--- src/rtl/fwx_pkg.sv ---
// Operation
// - Even cells low half, odd cells high half
// - Cell accumulates next set after output
// - Cell select routes one accumulator everywhere
// - Enables drive low, high or all bits
// - Adder second input is buffer MSBs or zero
// - Adder result stored into buffer every clock
// - Output via direct path or adder path
// - Shift-add sums buffer down eight with cell
// - Clear low erases the selected accumulator
package fwx_pkg;

  // Datapath widths
  localparam int COEF_W = 8;
  localparam int DATA_W = 8;
  localparam int ACC_W = 26;
  localparam int LOW_W = 16;
  localparam int HIGH_W = 10;
  localparam int SHIFT_W = 8;
  localparam int ZMUX_W = 18;
  localparam int CELLS = 4;
  localparam int SEL_W = 2;

  // Register byte offsets
  localparam logic [3:0] CTRL_OFS = 4'h0;
  localparam logic [3:0] BUF_OFS = 4'h4;
  localparam logic [3:0] OUT_OFS = 4'h8;

  // Control register fields and reset value
  localparam int CTRL_RUN_BIT = 0;
  localparam int CTRL_CLR_BIT = 1;
  localparam logic CTRL_RUN_RST = 1'b1;

  // Per-cycle sequencer controls, sampled each enabled clock
  typedef struct packed {
    logic shift_accumulate_select;
    logic [1:0] cell_select;
    logic acc_clear_n;
    logic data_zero_insert_control;
    logic low_sum_output_enable_n;
    logic high_sum_output_enable_n;
  } fwx_ctrl_type;

endpackage

--- src/rtl/fwx_cell.sv ---
`timescale 1ns/1ps
// One multiply-accumulate cell with coefficient pass-through
module fwx_cell #(
  parameter int CW = 8,
  parameter int DW = 8,
  parameter int AW = 26
) (
  input wire logic clk,
  input wire logic arst_n,
  input wire logic ce,
  input wire logic run,
  input wire logic [CW-1:0] coef_in,
  input wire logic [DW-1:0] x_in,
  input wire logic erase,
  output logic [CW-1:0] coef_reg,
  output logic [AW-1:0] acc_reg
);

  logic [CW+DW-1:0] prod; // Raw product, unsigned
  logic [AW-1:0] prod_ext; // Product widened to accumulator
  logic [AW-1:0] acc_next;

  // Multiply and widen
  always_comb begin
    prod = coef_reg * x_in;
    prod_ext = {{(AW-CW-DW){1'b0}}, prod};
  end

  // Erase restarts from the product, else keep summing
  always_comb begin
    if (erase) begin
      acc_next = prod_ext;
    end else begin
      acc_next = acc_reg + prod_ext;
    end
  end

  // Coefficient moves one cell per running clock, so the stream order sets the tap
  always_ff @(posedge clk or negedge arst_n) begin
    if (!arst_n) begin
      coef_reg <= '0;
    end else if (ce && run) begin
      coef_reg <= coef_in;
    end
  end

  // Accumulator
  always_ff @(posedge clk or negedge arst_n) begin
    if (!arst_n) begin
      acc_reg <= '0;
    end else if (ce && run) begin
      acc_reg <= acc_next;
    end
  end
endmodule

--- src/rtl/fwx_top.sv ---
`timescale 1ns/1ps
// Four-cell filter with shift/add output stage and a Wishbone slave
module fwx_top #(
  parameter int CW = fwx_pkg::COEF_W,
  parameter int DW = fwx_pkg::DATA_W,
  parameter int AW = fwx_pkg::ACC_W
) (
  input wire logic clk,
  input wire logic arst_n,
  input wire logic ce,
  input wire logic [CW-1:0] coef_in,
  input wire logic [DW-1:0] data_in,
  input wire fwx_pkg::fwx_ctrl_type ctrl_in,
  output logic [fwx_pkg::LOW_W-1:0] low_sum_bus,
  output logic low_sum_oe_n,
  output logic [fwx_pkg::HIGH_W-1:0] high_sum_bus,
  output logic high_sum_oe_n,
  input wire logic wb_cyc_i,
  input wire logic wb_stb_i,
  input wire logic wb_we_i,
  input wire logic [3:0] wb_adr_i,
  input wire logic [3:0] wb_sel_i,
  input wire logic [31:0] wb_dat_i,
  output logic [31:0] wb_dat_o,
  output logic wb_ack_o
);

  localparam int NC = fwx_pkg::CELLS;
  localparam int SW = fwx_pkg::SEL_W;
  localparam int LW = fwx_pkg::LOW_W;
  localparam int HW = fwx_pkg::HIGH_W;
  localparam int ZW = fwx_pkg::ZMUX_W;
  localparam int SH = fwx_pkg::SHIFT_W;

  // Control register state
  logic run_reg; // Datapath runs when set
  logic clr_all_reg; // One-clock erase of every cell
  logic wb_ack_next;
  logic [31:0] wb_dat_next;

  // Datapath state
  logic [DW-1:0] x_reg; // Shared sample register
  logic [CW-1:0] coef_chain [NC+1]; // Coefficient pipeline taps
  logic [AW-1:0] acc_vec [NC]; // Accumulator of each cell
  logic [AW-1:0] cell_value; // Selected accumulator
  logic [AW-1:0] zmux_value; // Second adder input
  logic [AW-1:0] adder_sum;
  logic [AW-1:0] buf_reg; // Output buffer
  logic [AW-1:0] out_reg; // Output multiplexer register
  logic [AW-1:0] out_next;
  logic bus_req; // Wishbone request this cycle
  logic bus_wr; // Write strobe on the taken edge
  logic [AW-1:0] prod0_chk; // Cell 0 product, rebuilt for the erase checks

  assign coef_chain[0] = coef_in;

  // Check-only copy of cell 0's product; widened first so no bits are lost
  assign prod0_chk = AW'(coef_chain[1]) * AW'(x_reg);

  // Shared X register: zero slot or real sample
  always_ff @(posedge clk or negedge arst_n) begin
    if (!arst_n) begin
      x_reg <= '0;
    end else if (ce && run_reg) begin
      if (ctrl_in.data_zero_insert_control) begin
        x_reg <= '0;
      end else begin
        x_reg <= data_in;
      end
    end
  end

  // Cells; coefficient chain means even cells see low halves in order
  for (genvar k = 0; k < NC; k++) begin : g_cell
    logic erase_k; // Clear request for this cell
    assign erase_k = clr_all_reg ||
                     (!ctrl_in.acc_clear_n && (ctrl_in.cell_select == SW'(k)));
    fwx_cell #(
      .CW(CW),
      .DW(DW),
      .AW(AW)
    ) u_cell (
      .clk(clk),
      .arst_n(arst_n),
      .ce(ce),
      .run(run_reg),
      .coef_in(coef_chain[k]),
      .x_in(x_reg),
      .erase(erase_k),
      .coef_reg(coef_chain[k+1]),
      .acc_reg(acc_vec[k])
    );
  end

  // Cell select feeds both adder and output mux
  always_comb begin
    cell_value = acc_vec[ctrl_in.cell_select];
  end

  // Zero mux and shift/add adder
  always_comb begin
    if (ctrl_in.shift_accumulate_select) begin
      zmux_value = {{(AW-ZW){1'b0}}, buf_reg[AW-1:SH]};
    end else begin
      zmux_value = '0;
    end
    adder_sum = cell_value + zmux_value;
  end

  // Route choice: adder path during shift/add, direct path otherwise
  always_comb begin
    if (ctrl_in.shift_accumulate_select) begin
      out_next = adder_sum;
    end else begin
      out_next = cell_value;
    end
  end

  // Output buffer captures every sum, so the next step can shift it
  always_ff @(posedge clk or negedge arst_n) begin
    if (!arst_n) begin
      buf_reg <= '0;
    end else if (ce) begin
      buf_reg <= adder_sum;
    end
  end

  // Output multiplexer register
  always_ff @(posedge clk or negedge arst_n) begin
    if (!arst_n) begin
      out_reg <= '0;
    end else if (ce) begin
      out_reg <= out_next;
    end
  end

  // Split output enables; low enable pin drives the low 16, high the top 10
  always_ff @(posedge clk or negedge arst_n) begin
    if (!arst_n) begin
      low_sum_oe_n <= 1'b1;
      high_sum_oe_n <= 1'b1;
    end else if (ce) begin
      low_sum_oe_n <= ctrl_in.low_sum_output_enable_n;
      high_sum_oe_n <= ctrl_in.high_sum_output_enable_n;
    end
  end

  // Bus halves come straight from the output register
  always_comb begin
    low_sum_bus = out_reg[LW-1:0];
    high_sum_bus = out_reg[AW-1:LW];
  end

  // Wishbone request decode
  always_comb begin
    bus_req = wb_cyc_i && wb_stb_i && !wb_ack_o;
    bus_wr = bus_req && wb_we_i && wb_sel_i[0];
    wb_ack_next = bus_req;
  end

  // Read mux; unmapped offsets read zero but still ack
  always_comb begin
    wb_dat_next = 32'h0000_0000;
    case (wb_adr_i)
      fwx_pkg::CTRL_OFS: begin
        wb_dat_next[fwx_pkg::CTRL_RUN_BIT] = run_reg;
      end
      fwx_pkg::BUF_OFS: begin
        wb_dat_next[AW-1:0] = buf_reg;
      end
      fwx_pkg::OUT_OFS: begin
        wb_dat_next[AW-1:0] = out_reg;
      end
      default: begin
        wb_dat_next = 32'h0000_0000;
      end
    endcase
  end

  // Ack one clock after the request, dropped the next clock
  always_ff @(posedge clk or negedge arst_n) begin
    if (!arst_n) begin
      wb_ack_o <= 1'b0;
      wb_dat_o <= 32'h0000_0000;
    end else if (ce) begin
      wb_ack_o <= wb_ack_next;
      wb_dat_o <= wb_dat_next;
    end
  end

  // Run bit; clear stops the cells, coefficient chain and X register (buffer and output keep loading) so software can freeze for readout
  always_ff @(posedge clk or negedge arst_n) begin
    if (!arst_n) begin
      run_reg <= fwx_pkg::CTRL_RUN_RST;
    end else if (ce && bus_wr && (wb_adr_i == fwx_pkg::CTRL_OFS)) begin
      run_reg <= wb_dat_i[fwx_pkg::CTRL_RUN_BIT];
    end
  end

  // Clear-all pulse, self clearing after one enabled clock
  always_ff @(posedge clk or negedge arst_n) begin
    if (!arst_n) begin
      clr_all_reg <= 1'b0;
    end else if (ce) begin
      clr_all_reg <= bus_wr && (wb_adr_i == fwx_pkg::CTRL_OFS) &&
                     wb_dat_i[fwx_pkg::CTRL_CLR_BIT];
    end
  end
endmodule

--- config.mk ---
export PLATFORM = sky130hd
export DESIGN_NAME = fwx_top
export DESIGN_NICKNAME = d
export VERILOG_FILES = /design/src/rtl/fwx_pkg.sv /design/src/rtl/fwx_cell.sv /design/src/rtl/fwx_top.sv
export SDC_FILE = /design/constraint.sdc
export NUM_CORES = 1
export LEC_CHECK = 0
export ABC_AREA = 1
export BUFFER_PORTS_ARGS = -buffer_cell sky130_fd_sc_hd__buf_4
export CAP_MARGIN = 10
export CORE_MARGIN = 1
export CORE_UTILIZATION = 30
export DETAILED_ROUTE_END_ITERATION = 8
export MAX_ROUTING_LAYER = met4
export PLACE_DENSITY = 0.49
export SLEW_MARGIN = 0
export SYNTH_ARGS = -nofsm -noshare
export SYNTH_HDL_FRONTEND = slang
export SYNTH_HIERARCHICAL = 1
export SYNTH_SLANG_ARGS = --single-unit
--- constraint.sdc ---
create_clock -name clk -period 5.8 [get_ports clk]
set_clock_uncertainty 0.2 [all_clocks]
set_input_delay 1.16 -clock clk [delete_from_list [all_inputs] [get_ports clk]]
set_output_delay 1.16 -clock clk [all_outputs]
set_load 0.01 [all_outputs]
Word-level counts from Yosys, hierarchy flattened
Index checks and enable logic that the tools add are counted.
{"block": "op_classes", "n_addsub": 5, "mul": 4, "order_cmp": 1, "n_eq_ne": 5, "n_mux": 12, "bitwise": 1, "reduce_logical": 21}
{"op": "26-bit two-way mux", "n": 7}
{"op": "26-bit by 16-bit adder with 26-bit output", "n": 4}
{"op": "8-bit by 8-bit multiplier with 16-bit output", "n": 4}
{"op": "26-bit binary-select mux with 2-bit select", "n": 1}
{"op": "25-bit one-hot mux with 2 select lines", "n": 1}
{"op": "26-bit adder", "n": 1}
{"op": "18-bit two-way mux", "n": 1}
{"op": "1-bit logical AND", "n": 13}
{"op": "8-bit two-way mux", "n": 1}
{"op": "2-bit == test, second input constant", "n": 2}
{"op": "4-bit by 3-bit == test with 1-bit output, second input constant", "n": 1}
{"op": "4-bit == test, second input constant", "n": 1}
{"op": "4-bit zero test", "n": 1}
{"op": "1-bit logical OR", "n": 4}
{"op": "3-bit greater-or-equal comparator, second input constant", "n": 1}
{"op": "2-bit NOT with 3-bit output", "n": 1}
{"op": "1-bit one-hot mux with 3 select lines", "n": 1}
{"op": "2-bit by 1-bit == test with 1-bit output, second input constant", "n": 1}
{"op": "1-bit zero test", "n": 2}
{"op": "2-bit zero test", "n": 1}
{"block": "totals", "ff_bits": 227, "inputBits": 69, "output_inout_bits": 61, "wordCells": 66}

Longest topological paths before layout
Gate-level depths: netlist (run 1).
{"block": "logic_depth", "ltp_word": 6, "mapped_depth": 31, "mapped_depth_nobuf": 30}

Modules after synthesis
Netlist (run 1), hierarchy kept.
{"module": "fwx_top", "n_inst": 1, "cells_each": 969, "area_each_um2": 6587.6, "seq_area_each_um2": 2280.9}
{"module": "fwx_cell at g_cell[2].u_cell", "n_inst": 1, "cells_each": 766, "area_each_um2": 5052.3, "seq_area_each_um2": 850.8}
{"module": "fwx_cell at g_cell[0].u_cell", "n_inst": 1, "cells_each": 760, "area_each_um2": 5033.6, "seq_area_each_um2": 850.8}
{"module": "fwx_cell at g_cell[1].u_cell", "n_inst": 1, "cells_each": 769, "area_each_um2": 5032.3, "seq_area_each_um2": 850.8}
{"module": "fwx_cell at g_cell[3].u_cell", "n_inst": 1, "cells_each": 762, "area_each_um2": 5024.8, "seq_area_each_um2": 850.8}

Least setup slack after synthesis (run 1)
Ideal clock, no wire load.
{"block": "synth_path", "kind": "register to register", "from": "register x_reg[7]", "to": "register g_cell[0].u_cell.acc_reg[18]", "setup_ns": 0.119, "arrival_time_ns": 4.899, "required_ns": 5.481, "slack_ns": 0.582, "path_stages_with_launch": 24, "path_buffers": 1, "synth_period_minus_slack_ns": 5.218, "cell_sequence": "dfrtp_1 > clkbuf_1 > nand2_1 > fa_1 > fa_1 > inv_1 > fa_1 > inv_1 > fa_1 > inv_1 > ha_1 > nand2_1 > o21ai_1 > or2_2 > and2_1 > ha_1 > nand2_1 > inv_1 > a21oi_2 > nand3_2 > nand2_1 > nand2_2 > a21oi_1 > nor2_1"}
{"block": "synth_via", "elab_chain_cells": 3}
{"item": "start: declaration", "line": "fwx_top.sv:42", "text": "logic [DW-1:0] x_reg;"}
{"item": "start signal: assignment", "line": "fwx_top.sv:68", "text": "x_reg <= data_in;"}
{"item": "8-bit by 8-bit multiplier with 16-bit output", "line": "fwx_cell.sv:25", "text": "prod = coef_reg * x_in;"}
{"item": "26-bit by 16-bit adder with 26-bit output", "line": "fwx_cell.sv:34", "text": "acc_next = acc_reg + prod_ext;"}
{"item": "26-bit two-way mux", "line": "fwx_cell.sv:31", "text": "if (erase) begin"}
{"item": "end signal: assignment", "line": "fwx_cell.sv:52", "text": "acc_reg <= acc_next;"}
{"item": "end: declaration", "line": "fwx_cell.sv:16", "text": "output logic [AW-1:0] acc_reg"}
No other way between the ends.
A chain may end at the register's enable or synchronous reset.

Worst setup path after layout (run 1)
{"block": "layout_path", "from": "register x_reg[4]", "to": "register g_cell[1].u_cell.acc_reg[18]"}
{"block": "layout_via", "elab_chain_cells": 3}
{"item": "8-bit by 8-bit multiplier with 16-bit output", "line": "fwx_cell.sv:25"}
{"item": "26-bit by 16-bit adder with 26-bit output", "line": "fwx_cell.sv:34"}
{"item": "26-bit two-way mux", "line": "fwx_cell.sv:31"}
{"item": "end signal: assignment", "line": "fwx_cell.sv:52"}
{"item": "end: declaration", "line": "fwx_cell.sv:16"}
No other way between the ends.

==> results.txt, run 1 <==
I/O Buffers -> 90
#FFs+latches synth -> 227
Vias -> 24377
Crit path buf inv count -> 4
Syn Inst Count -> 4026
CTS Sinks -> 227
CTS Root Cell -> clkbuf_16
Hold Path End -> high_sum_oe_n
Postcts setup bufs -> 0
# IOs -> 130
Synth top cells by count -> nand2_1 (1341), inv_1 (784), nand3_1 (261)
Antenna violations before repair -> 0
CP endpoint kind -> register
CP Data Required Time -> 6.06 ns
Crit-path most repeated cell -> nand2_1
Final setup fails -> 0
Placed cell areas -> 0.0289 mm2
Worst hold stages -> 2
Leak -> 18.5 nW
# hold bufs at CTS -> 0
Cell total after placement -> 5226
Hold path startpoint -> high_sum_oe_n
Async set-reset flop share out of synthesis -> 1.00
CTS resizes -> 0
Filler Cell Count -> 9743
Storage element area -> 0.00569 mm2
First-pass GRT wire length -> 132000 um
Initial Util -> 0.302
Die area -> 0.0903 mm2
Clock transition at the registers of the reported paths -> 0.06 ns
Routed vias/inst -> 4.61
Cell with the most instances after synthesis -> nand2_1
Synth top area share -> 0.210
CP max-delay cell -> fa_1
Worst slew pin tran -> 0.909 ns
Worst R2R Start -> x_reg[4]
# nets final -> 4550
Routed wire length -> 81800 um
Max Clk Rate -> 181 MHz
Synth-to-layout area growth -> 13.9%
Routed Antenna Nets -> 0
Worst-case reg-to-reg path depth -> 26
Post-route minimum period -> 5.53 ns
Global route overflow -> 0
Largest cells by area after synthesis -> dfrtp_1 (21%), nand2_1 (19%), fa_1 (11%)
R2R setup slack -> 0.27 ns
Power Density -> 178 mW/mm2
Placer Congestion -> 0.912
Post-Layout Inst Area -> 0.0304 mm2
R2r endpoint -> g_cell[1].u_cell/acc_reg[18]
Total core area -> 0.0884 mm2
MaxCap Viol Count -> 0
Post-route DRC -> 0
Slew HR -> 0.393
Chip height -> 301 um
Final period utilization -> 0.954
Crit path DAT -> 5.79 ns
GRT Overall Usage -> 0.189
Register area share after synthesis -> 0.213
Post-Syn Area -> 0.0267 mm2
Max Transition Viols Final -> 0
Critical Path Fanout Max -> 16
DP Wirelength -> 64000 um
Clk buf depth -> 3
Worst skew pair latency -> 0.56 ns
CP top delay family -> adder cells
WL per Instance -> 15.5 um
Status -> complete, no violations
Main synth FF type -> dfrtp_1
Inserted Clock Buffers -> 34
FP Rows -> 109
Largest net degree at the start of global routing -> 113
Final hold vios -> 0
Largest register FFs -> 104
Mapped Avg Cell Area -> 6.64 um2
Inserted Diodes -> 0
Critical path startpoint category -> register
Non-filler cells, final -> 5287
Share of layout cells above drive strength 1 -> 0.116
Slowest stage delay, CP -> 0.55 ns
CTS H-tree depth -> 2
Vias in the first global route -> 24304
Area of the multi-input gates -> 0.0177 mm2
RSZ-0062 raised after global routing -> true
Yosys cell types -> 62
DRT iter0 DRCs -> 1455
CTS tree -> built
Width of the die -> 301 um
Number of flops mapped to enable cells by yosys -> 0
CP Class -> reg2reg
Yosys Warn Count -> 6
Cell taking the most area after synthesis -> dfrtp_1
Peak VDD IR -> 147 uV
Worst min-delay path class -> reg2reg
First-pass DRT Iterations -> 6
-- worst max path at each step --
stage,start,slack (ns),to,cells after the start
3_5_place_dp,x_reg[7],-0.008,g_cell[1].u_cell/acc_reg[19],22
6_report,x_reg[4],0.27,g_cell[1].u_cell/acc_reg[18],26
2_1_floorplan,x_reg[7],0.58,g_cell[0].u_cell/acc_reg[18],23
5_1_grt,x_reg[4],-0.007,g_cell[0].u_cell/acc_reg[19],28
4_1_cts,x_reg[7],0.01,g_cell[1].u_cell/acc_reg[19],22
3_3_place_gp,x_reg[7],0.04,g_cell[1].u_cell/acc_reg[23],22
-- cell usage in the layout (no fill, tap or decap), types with 10 or more instances in the layout --
| cell type | instances |
|---|---|
| clkbuf_16 | 36 |
| buf_4 | 155 |
| xnor2_1 | 25 |
| nor3_1 | 26 |
| xor2_1 | 21 |
| or2_2 | 16 |
| and2_1 | 19 |
| dfrtp_1 | 216 |
| inv_1 | 781 |
| o22ai_1 | 21 |
| o211ai_1 | 31 |
| nand3_1 | 258 |
| nor2_1 | 216 |
| ha_4 | 18 |
| a21oi_1 | 129 |
| nor2_2 | 26 |
| inv_2 | 25 |
| nand4_1 | 32 |
| o21ai_1 | 10 |
| o21ai_0 | 84 |
| nand2_2 | 57 |
| ha_1 | 209 |
| nand2_1 | 1336 |
| a31oi_1 | 18 |
| nor3_2 | 11 |
| nand3_2 | 25 |
| a21oi_2 | 19 |
| fa_1 | 149 |
-- area by class of cell --
type / instances / share of cell area
clock buffers: 44 / 0.0309
inverters: 810 / 0.100
clock inverters: 16 / 0.00563
well taps: 1165 / 0.0479
repair buffers: 168 / 0.0460
multi-input cells: 2857 / 0.583
flip-flops and latches: 227 / 0.187
-- where the power goes --
group	switching [mW]	total (mW)	internal, mW
sequential	0.176	1.90	1.73
combinational	0.870	1.39	0.515
clock	0.886	2.13	1.24
total	1.93	5.42	3.49
-- tightest hold or removal path, delay by kind of cell (launching register included) --
kind | cells | cell delay, ns
AND/OR/NAND/NOR | 2 | 0.09
flip-flops | 1 | 0.37
-- layer usage --
layer / vias up / track usage / wire, um / share of wire
met2: 376 / 0.309 / 37800 / 0.46
met5: - / - / 0 / 0
met1: 11430 / 0.251 / 39100 / 0.48
met3: 81 / 0.0224 / 3260 / 0.040
li1: 12490 / - / - / -
met4: 0 / 0.0390 / 1610 / 0.020
-- cell families after synthesis --
logic type,after synthesis,synth area share
compound gates,356,0.0800
xor+xnor,47,0.0157
fa+ha+maj,383,0.221
buf+inv,947,0.138
flops,227,0.213
mux,1,0.000421
other cells,1,0.000140
simple gates,2064,0.332
-- through the flow --
stage	hold slack [ns]	total power, mW	setup TNS (ns)	setup WS, ns	utilization
global placement	0.253	3.27	0	0.0351	0.327
CTS	0.267	5.44	0	0.0123	0.340
detailed placement	0.258	3.27	-0.00783	-0.00783	0.327
finish	0.264	5.42	0	0.265	0.344
floorplan	0.240	2.73	0	0.582	-
global route	0.300	5.72	-0.0104	-0.00717	0.344
No activity file was read; power rests on OpenSTA's default activity.
==> run 2, diff against run 1 <==
--- a/config.mk
+++ b/config.mk
@@ -8,11 +8,14 @@
 export ABC_AREA = 1
 export BUFFER_PORTS_ARGS = -buffer_cell sky130_fd_sc_hd__buf_4
 export CAP_MARGIN = 10
+export CELL_PAD_IN_SITES_DETAIL_PLACEMENT = 2
+export CELL_PAD_IN_SITES_GLOBAL_PLACEMENT = 2
 export CORE_MARGIN = 1
 export CORE_UTILIZATION = 30
 export DETAILED_ROUTE_END_ITERATION = 8
 export MAX_ROUTING_LAYER = met4
-export PLACE_DENSITY = 0.49
+export PLACE_DENSITY = 0.75
+export SETUP_SLACK_MARGIN = 0.15
 export SLEW_MARGIN = 0
 export SYNTH_ARGS = -nofsm -noshare
 export SYNTH_HDL_FRONTEND = slang
==> run 2 against run 1 <==
  * Final cell count grew 1.6%
  * Critical path type unchanged
  * Critical endpoint is now g_cell[3].u_cell/acc_reg[16]
  * Clock power increased by 15%
  * Global-route usage grew 4.4 points
  * Largest power group unchanged
  * Largest cell class unchanged
==> results.txt, run 2 (synthesis gave the netlist of run 1 again) <==
Status -> complete, no violations
Power Total -> 6.15 mW (+14%)
Crit path DAT -> 5.89 ns (+0.10 ns)
Crit path buf inv count -> 7 (+3)
Max Transition Viols Final -> 0 (unchanged)
Global route overflow -> 0 (unchanged)
Initial Util -> 0.302 (unchanged)
Critical path startpoint category -> register
Final hold vios -> 0 (unchanged)
Largest register FFs -> 104 (unchanged)
DRT iter0 DRCs -> 1187 (-18%)
RSZ-0062 raised after global routing -> true
Share of layout cells above drive strength 1 -> 0.206 (+0.0899)
CP Class -> reg2reg
Synth-to-layout area growth -> 23.6%
First-pass DRT Iterations -> 5 (-1)
Total core area -> 0.0884 mm2 (unchanged)
Final period utilization -> 0.973 (+0.0186)
Post-route minimum period -> 5.64 ns (+0.108 ns)
Die area -> 0.0903 mm2 (unchanged)
Peak VDD IR -> 177 uV (+20%)
DP Wirelength -> 79800 um (+25%)
CP Data Required Time -> 6.05 ns (about the same)
FP Rows -> 109 (unchanged)
Most common library cell in the layout ignoring fill and taps -> nand2_1
Leading cell types in the layout, fill and taps excluded -> nand2_1 (1234), inv_1 (752), nand3_1 (228)
WL per Instance -> 20.1 um (+30%)
Clock transition at the registers of the reported paths -> 0.06 ns (about the same)
R2R setup slack -> 0.16 ns (-0.11 ns)
Largest net degree at the start of global routing -> 73 (-35%)
Vias -> 26787 (+9.9%)
First-pass GRT wire length -> 163000 um (+23%)
CP top delay family -> adder cells
Power Density -> 186 mW/mm2 (+4.6%)
Fin util -> 0.374 (+0.0293)
Antenna violations before repair -> 1 (+1)
Chip height -> 301 um (unchanged)
Width of the die -> 301 um (unchanged)
Max Clk Rate -> 177 MHz (-1.9%)
Routed wire length -> 108000 um (+32%)
Slowest stage delay, CP -> 0.59 ns (+0.04 ns)
CTS tree -> built
CTS Sinks -> 227 (unchanged)
Clk buf depth -> 3 (unchanged)
Vias in the first global route -> 29385 (+21%)
# IOs -> 130 (unchanged)
CP endpoint kind -> register
GRT Overall Usage -> 0.234 (+0.0445)
CTS Root Cell -> clkbuf_16
Worst skew pair latency -> 0.57 ns (about the same)
MaxCap Viol Count -> 0 (unchanged)
CTS H-tree depth -> 2 (unchanged)
Placer Congestion -> 0.874 (-4.1%)
Final setup fails -> 0 (unchanged)
Worst slew pin tran -> 1.00 ns (+0.0924 ns)
Routed Antenna Nets -> 0 (unchanged)
Leak -> 19.4 nW (+5.1%)
Slew HR -> 0.332 (-0.0609)
# nets final -> 4632 (+1.8%)
Routed vias/inst -> 4.99 (+8.1%)
I/O Buffers -> 90 (unchanged)
Post-route DRC -> 0 (unchanged)
Inserted Clock Buffers -> 35 (+2.9%)
CP max-delay cell -> fa_1
Worst min-delay path class -> reg2reg
Critical Path Fanout Max -> 7 (-9)
## run 2: changes by cell type in the layout (fill, tap and decap cells not counted), moves of 29 or more
cell     delta
a21oi_1    -39
nand2_1   -102
ha_4       +41
nand2_2    +76
inv_1      -29
nand3_1    -30
buf_4      +69
ha_1       -41
## run 2: final timing paths
| kind | start | endpoint | cells past startpoint |
|---|---|---|---|
| worst max-delay path | x_reg[4] | g_cell[3].u_cell/acc_reg[16] | 28 |
| worst min-delay path | low_sum_oe_n | low_sum_oe_n | 2 |
| worst max register to register | x_reg[4] | g_cell[3].u_cell/acc_reg[16] | 28 |
| worst min register to register | low_sum_oe_n | low_sum_oe_n | 2 |
| max in group asynchronous | arst_n | g_cell[0].u_cell/acc_reg[12] | 2 |
| min in group asynchronous | arst_n | out_reg[3] | 1 |
## run 2: final cells by class
type / count / area [um2]
clock inverter: 19 / 300
clock buffer: 45 / 985
multi-input combinational: 2857 / 19400
timing repair buffer: 249 / 2130
inverter: 810 / 3060
antenna: 1 / 2.50
fill: 10499 / 55300
tap: 1165 / 1460
sequential: 227 / 5690
## run 2: through the flow
| stage | std cells | setup TNS (ns) | area, um2 | hold WS [ns] | worst slack, ns |
|---|---|---|---|---|---|
| final | 5373 | 0 | 33000 | 0.265 | 0.157 |
| after CTS | 5323 | 0 | 30900 | 0.267 | 0.138 |
| after global routing | 5373 | -0.0432 | 33000 | 0.285 | -0.0432 |
| after global placement | 5254 | 0 | 29200 | 0.253 | 0.0737 |
| after floorplan | 4031 | 0 | 26700 | 0.240 | 0.582 |
| after detailed placement | 5254 | -0.281 | 29200 | 0.258 | -0.0434 |
## run 2: worst reg2reg max path, delay by kind of cell, from the launching register on
family          cells  cell delay (ns)
fa+ha+maj           6             2.76
simple gates       14             1.36
flops               1             0.39
compound gates      1             0.14
buf+inv             7             0.68
## run 2: what timing repair did
action,4_1_cts,5_1_grt
gates cloned,0,4
setup buffers,5,45
endpoints found under the setup margin,61,73
gates resized for setup,88,394
pin swaps,8,179
hold buffers,0,0
## run 2: per-layer routing
| metal | vias to the layer above | GRT usage | routed length, um | part of all wire |
|---|---|---|---|---|
| li1 | 12660 | - | - | - |
| met1 | 13677 | 0.296 | 49000 | 0.45 |
| met2 | 318 | 0.404 | 53800 | 0.50 |
| met3 | 132 | 0.0184 | 2660 | 0.025 |
| met4 | 0 | 0.0510 | 2760 | 0.025 |
| met5 | - | - | 0 | 0 |
## run 2: report_power, final
part / switching [mW] / internal [mW]
Sequential: 0.192 / 1.73
Clock: 0.941 / 1.52
Combinational: 1.07 / 0.705
Total: 2.20 / 3.95
==> run 3, diff against run 2 <==
--- a/config.mk
+++ b/config.mk
@@ -13,6 +13,7 @@
 export CORE_MARGIN = 1
 export CORE_UTILIZATION = 30
 export DETAILED_ROUTE_END_ITERATION = 8
+export GPL_TIMING_DRIVEN = 0
 export MAX_ROUTING_LAYER = met4
 export PLACE_DENSITY = 0.75
 export SETUP_SLACK_MARGIN = 0.15
==> run 3 against run 2 <==
  * Die area stayed put
  * Maximum frequency up 1.4%
  * Critical endpoint is now g_cell[2].u_cell/acc_reg[23]
  * Total power fell by 5.3%
  * Register-to-register slack improved by 0.08 ns
  * Combinational power decreased by 3%
  * Clock power is 11% lower
==> results.txt, run 3 (synthesis gave the netlist of run 1 again) <==
Die area -> 0.0903 mm2 (unchanged)
Power Total -> 5.83 mW (-5.3%)
WL per Instance -> 20.1 um (about the same)
MaxCap Viol Count -> 0 (unchanged)
Clk buf depth -> 3 (unchanged)
DRT iter0 DRCs -> 1050 (-12%)
Met1 Track Usage GR -> 0.300 (+0.00440)
GR Util met3 -> 0.0240 (+0.00556)
Final hold vios -> 0 (unchanged)
Crit-path most repeated cell -> fa_1
Status -> complete, no violations
CTS tree -> built
Leak -> 19.4 nW (+0.15%)
CP Class -> reg2reg
I/O Buffers -> 88 (-2.2%)
Power Density -> 176 mW/mm2 (-5.4%)
Post-route DRC -> 0 (unchanged)
First-pass DRT Iterations -> 5 (unchanged)
Total core area -> 0.0884 mm2 (unchanged)
Critical Path Fanout Max -> 5 (-2)
Most common library cell in the layout ignoring fill and taps -> nand2_1
Antenna violations before repair -> 1 (unchanged)
Slowest stage delay, CP -> 0.58 ns (about the same)
Worst slew pin tran -> 0.866 ns (-0.136 ns)
Initial Util -> 0.302 (unchanged)
Routed wire length -> 109000 um (+0.82%)
Max Clk Rate -> 180 MHz (+1.4%)
Hold_ws -> 0.267 ns (+0.00227 ns)
RSZ-0062 raised after global routing -> true
Worst min-delay path class -> reg2reg
Worst skew pair latency -> 0.56 ns (about the same)
Chip height -> 301 um (unchanged)
Peak VDD IR -> 152 uV (-14%)
CP endpoint kind -> register
# IOs -> 130 (unchanged)
Leading cell types in the layout, fill and taps excluded -> nand2_1 (1221), inv_1 (743), nand3_1 (238)
CP max-delay cell -> dfrtp_4
Critical path startpoint category -> register
DP Wirelength -> 84300 um (+5.6%)
CTS H-tree depth -> 2 (unchanged)
Final period utilization -> 0.960 (-0.0131)
Global route overflow -> 0 (unchanged)
Crit path buf inv count -> 6 (-1)
Largest net degree at the start of global routing -> 109 (+49%)
Width of the die -> 301 um (unchanged)
Clock transition at the registers of the reported paths -> 0.06 ns (about the same)
FP Rows -> 109 (unchanged)
Slew HR -> 0.417 (+0.0844)
Vias -> 26910 (+0.46%)
Share of layout cells above drive strength 1 -> 0.205 (-0.000810)
Routed vias/inst -> 4.97 (-0.32%)
Routed Antenna Nets -> 0 (unchanged)
Vias in the first global route -> 29626 (+0.82%)
CP top delay family -> adder cells
Max Transition Viols Final -> 0 (unchanged)
First-pass GRT wire length -> 166000 um (+2.3%)
Post-route minimum period -> 5.57 ns (-0.0760 ns)
# nets final -> 4674 (+0.91%)
Grt peak-use layer -> met2
Largest register FFs -> 104 (unchanged)
Met2 GRT Util -> 0.419 (+0.0148)
Synth-to-layout area growth -> 23.7%
CP Data Required Time -> 6.05 ns (about the same)
Placer Congestion -> 0.874 (about the same)
# hold bufs at CTS -> 0 (unchanged)
Crit path DAT -> 5.81 ns (-0.08 ns)
GRT Overall Usage -> 0.242 (+0.00851)
Inserted Clock Buffers -> 34 (-2.9%)
CTS Sinks -> 227 (unchanged)
Filler Cell Count -> 10545 (+0.44%)
Final setup fails -> 0 (unchanged)
CTS Root Cell -> clkbuf_16
==> run 3: cell count changes in the layout (fill, tap and decap cells not counted), sizes merged <==
cell,delta
bufinv,-5
inv,-1
clkbuf,+72
diode,+1
clkinvlp,-1
buf,-24
==> run 3: report_power, final <==
part | total [mW] | internal [mW] | switching, mW
logic | 1.72 | 0.666 | 1.05
registers | 1.93 | 1.73 | 0.205
clock network | 2.18 | 1.28 | 0.894
==> run 3: worst register-to-register path: stages (launching register included) <==
cell and delay [ns]:
dfrtp_4 0.58, buf_8 0.17, buf_4 0.14, nand2_1 0.06, inv_1 0.05, fa_2 0.37, fa_1 0.54, inv_1 0.05
fa_1 0.48, fa_1 0.57, inv_2 0.05, ha_4 0.27, a21oi_4 0.17, nand2_4 0.12, nand3_2 0.09, nand4_1 0.12
and2_4 0.23, ha_4 0.30, nand2_4 0.10, nor2_4 0.13, inv_2 0.06, nor2_4 0.10, nand3b_1 0.13, nand3_4 0.16
nand3_1 0.10, nand2_1 0.08, nor2_1 0.04
==> run 3: path summary, 6_finish.rpt <==
check | cells after the start | slack (ns) | start | to
worst max-delay path | 26 | 0.23 | x_reg[2] | g_cell[2].u_cell/acc_reg[23]
min in group asynchronous | 1 | 0.32 | arst_n | wb_dat_o[2]
max in group asynchronous | 2 | 4.11 | arst_n | g_cell[1].u_cell/acc_reg[11]
worst min register to register | 2 | 0.27 | high_sum_oe_n | high_sum_oe_n
worst min-delay path | 2 | 0.27 | high_sum_oe_n | high_sum_oe_n
worst max register to register | 26 | 0.23 | x_reg[2] | g_cell[2].u_cell/acc_reg[23]
==> run 3: final cells by class <==
class                      count  area [um2]  share of cell area
multi-input combinational   2857       19500               0.591
sequential                   227        5700               0.172
inverter                     810        3050              0.0922
tap                         1165        1460              0.0441
timing repair buffer         156        1250              0.0377
clock buffer                  50         992              0.0300
buffer                       136         938              0.0284
clock inverter                12         138             0.00416
antenna                        2        5.00            0.000151
==> run 3: stage by stage <==
stage,cells,setup TNS (ns),worst slack (ns),area (um2),utilization
final,5415,0,0.233,33100,0.374
after global routing,5414,-0.0454,-0.0403,33100,0.374
after CTS,5368,0,0.151,31100,0.352
after detailed placement,5286,-26.88,-0.596,28900,0.327
after global placement,5284,-18.91,-0.506,28900,0.327
after floorplan,4031,0,0.582,26700,-
==> run 3: timing repair <==
item                       CTS  global route
pin swaps                   18           167
gates resized for setup    206           463
buffers inserted            20            46
setup endpoints to repair   73            74
==> run 3: routing by layer <==
metal	vias up	wire [um]
li1	12757	-
met1	13733	48400
met2	306	55100
met3	114	3030
met4	0	2660
met5	-	0
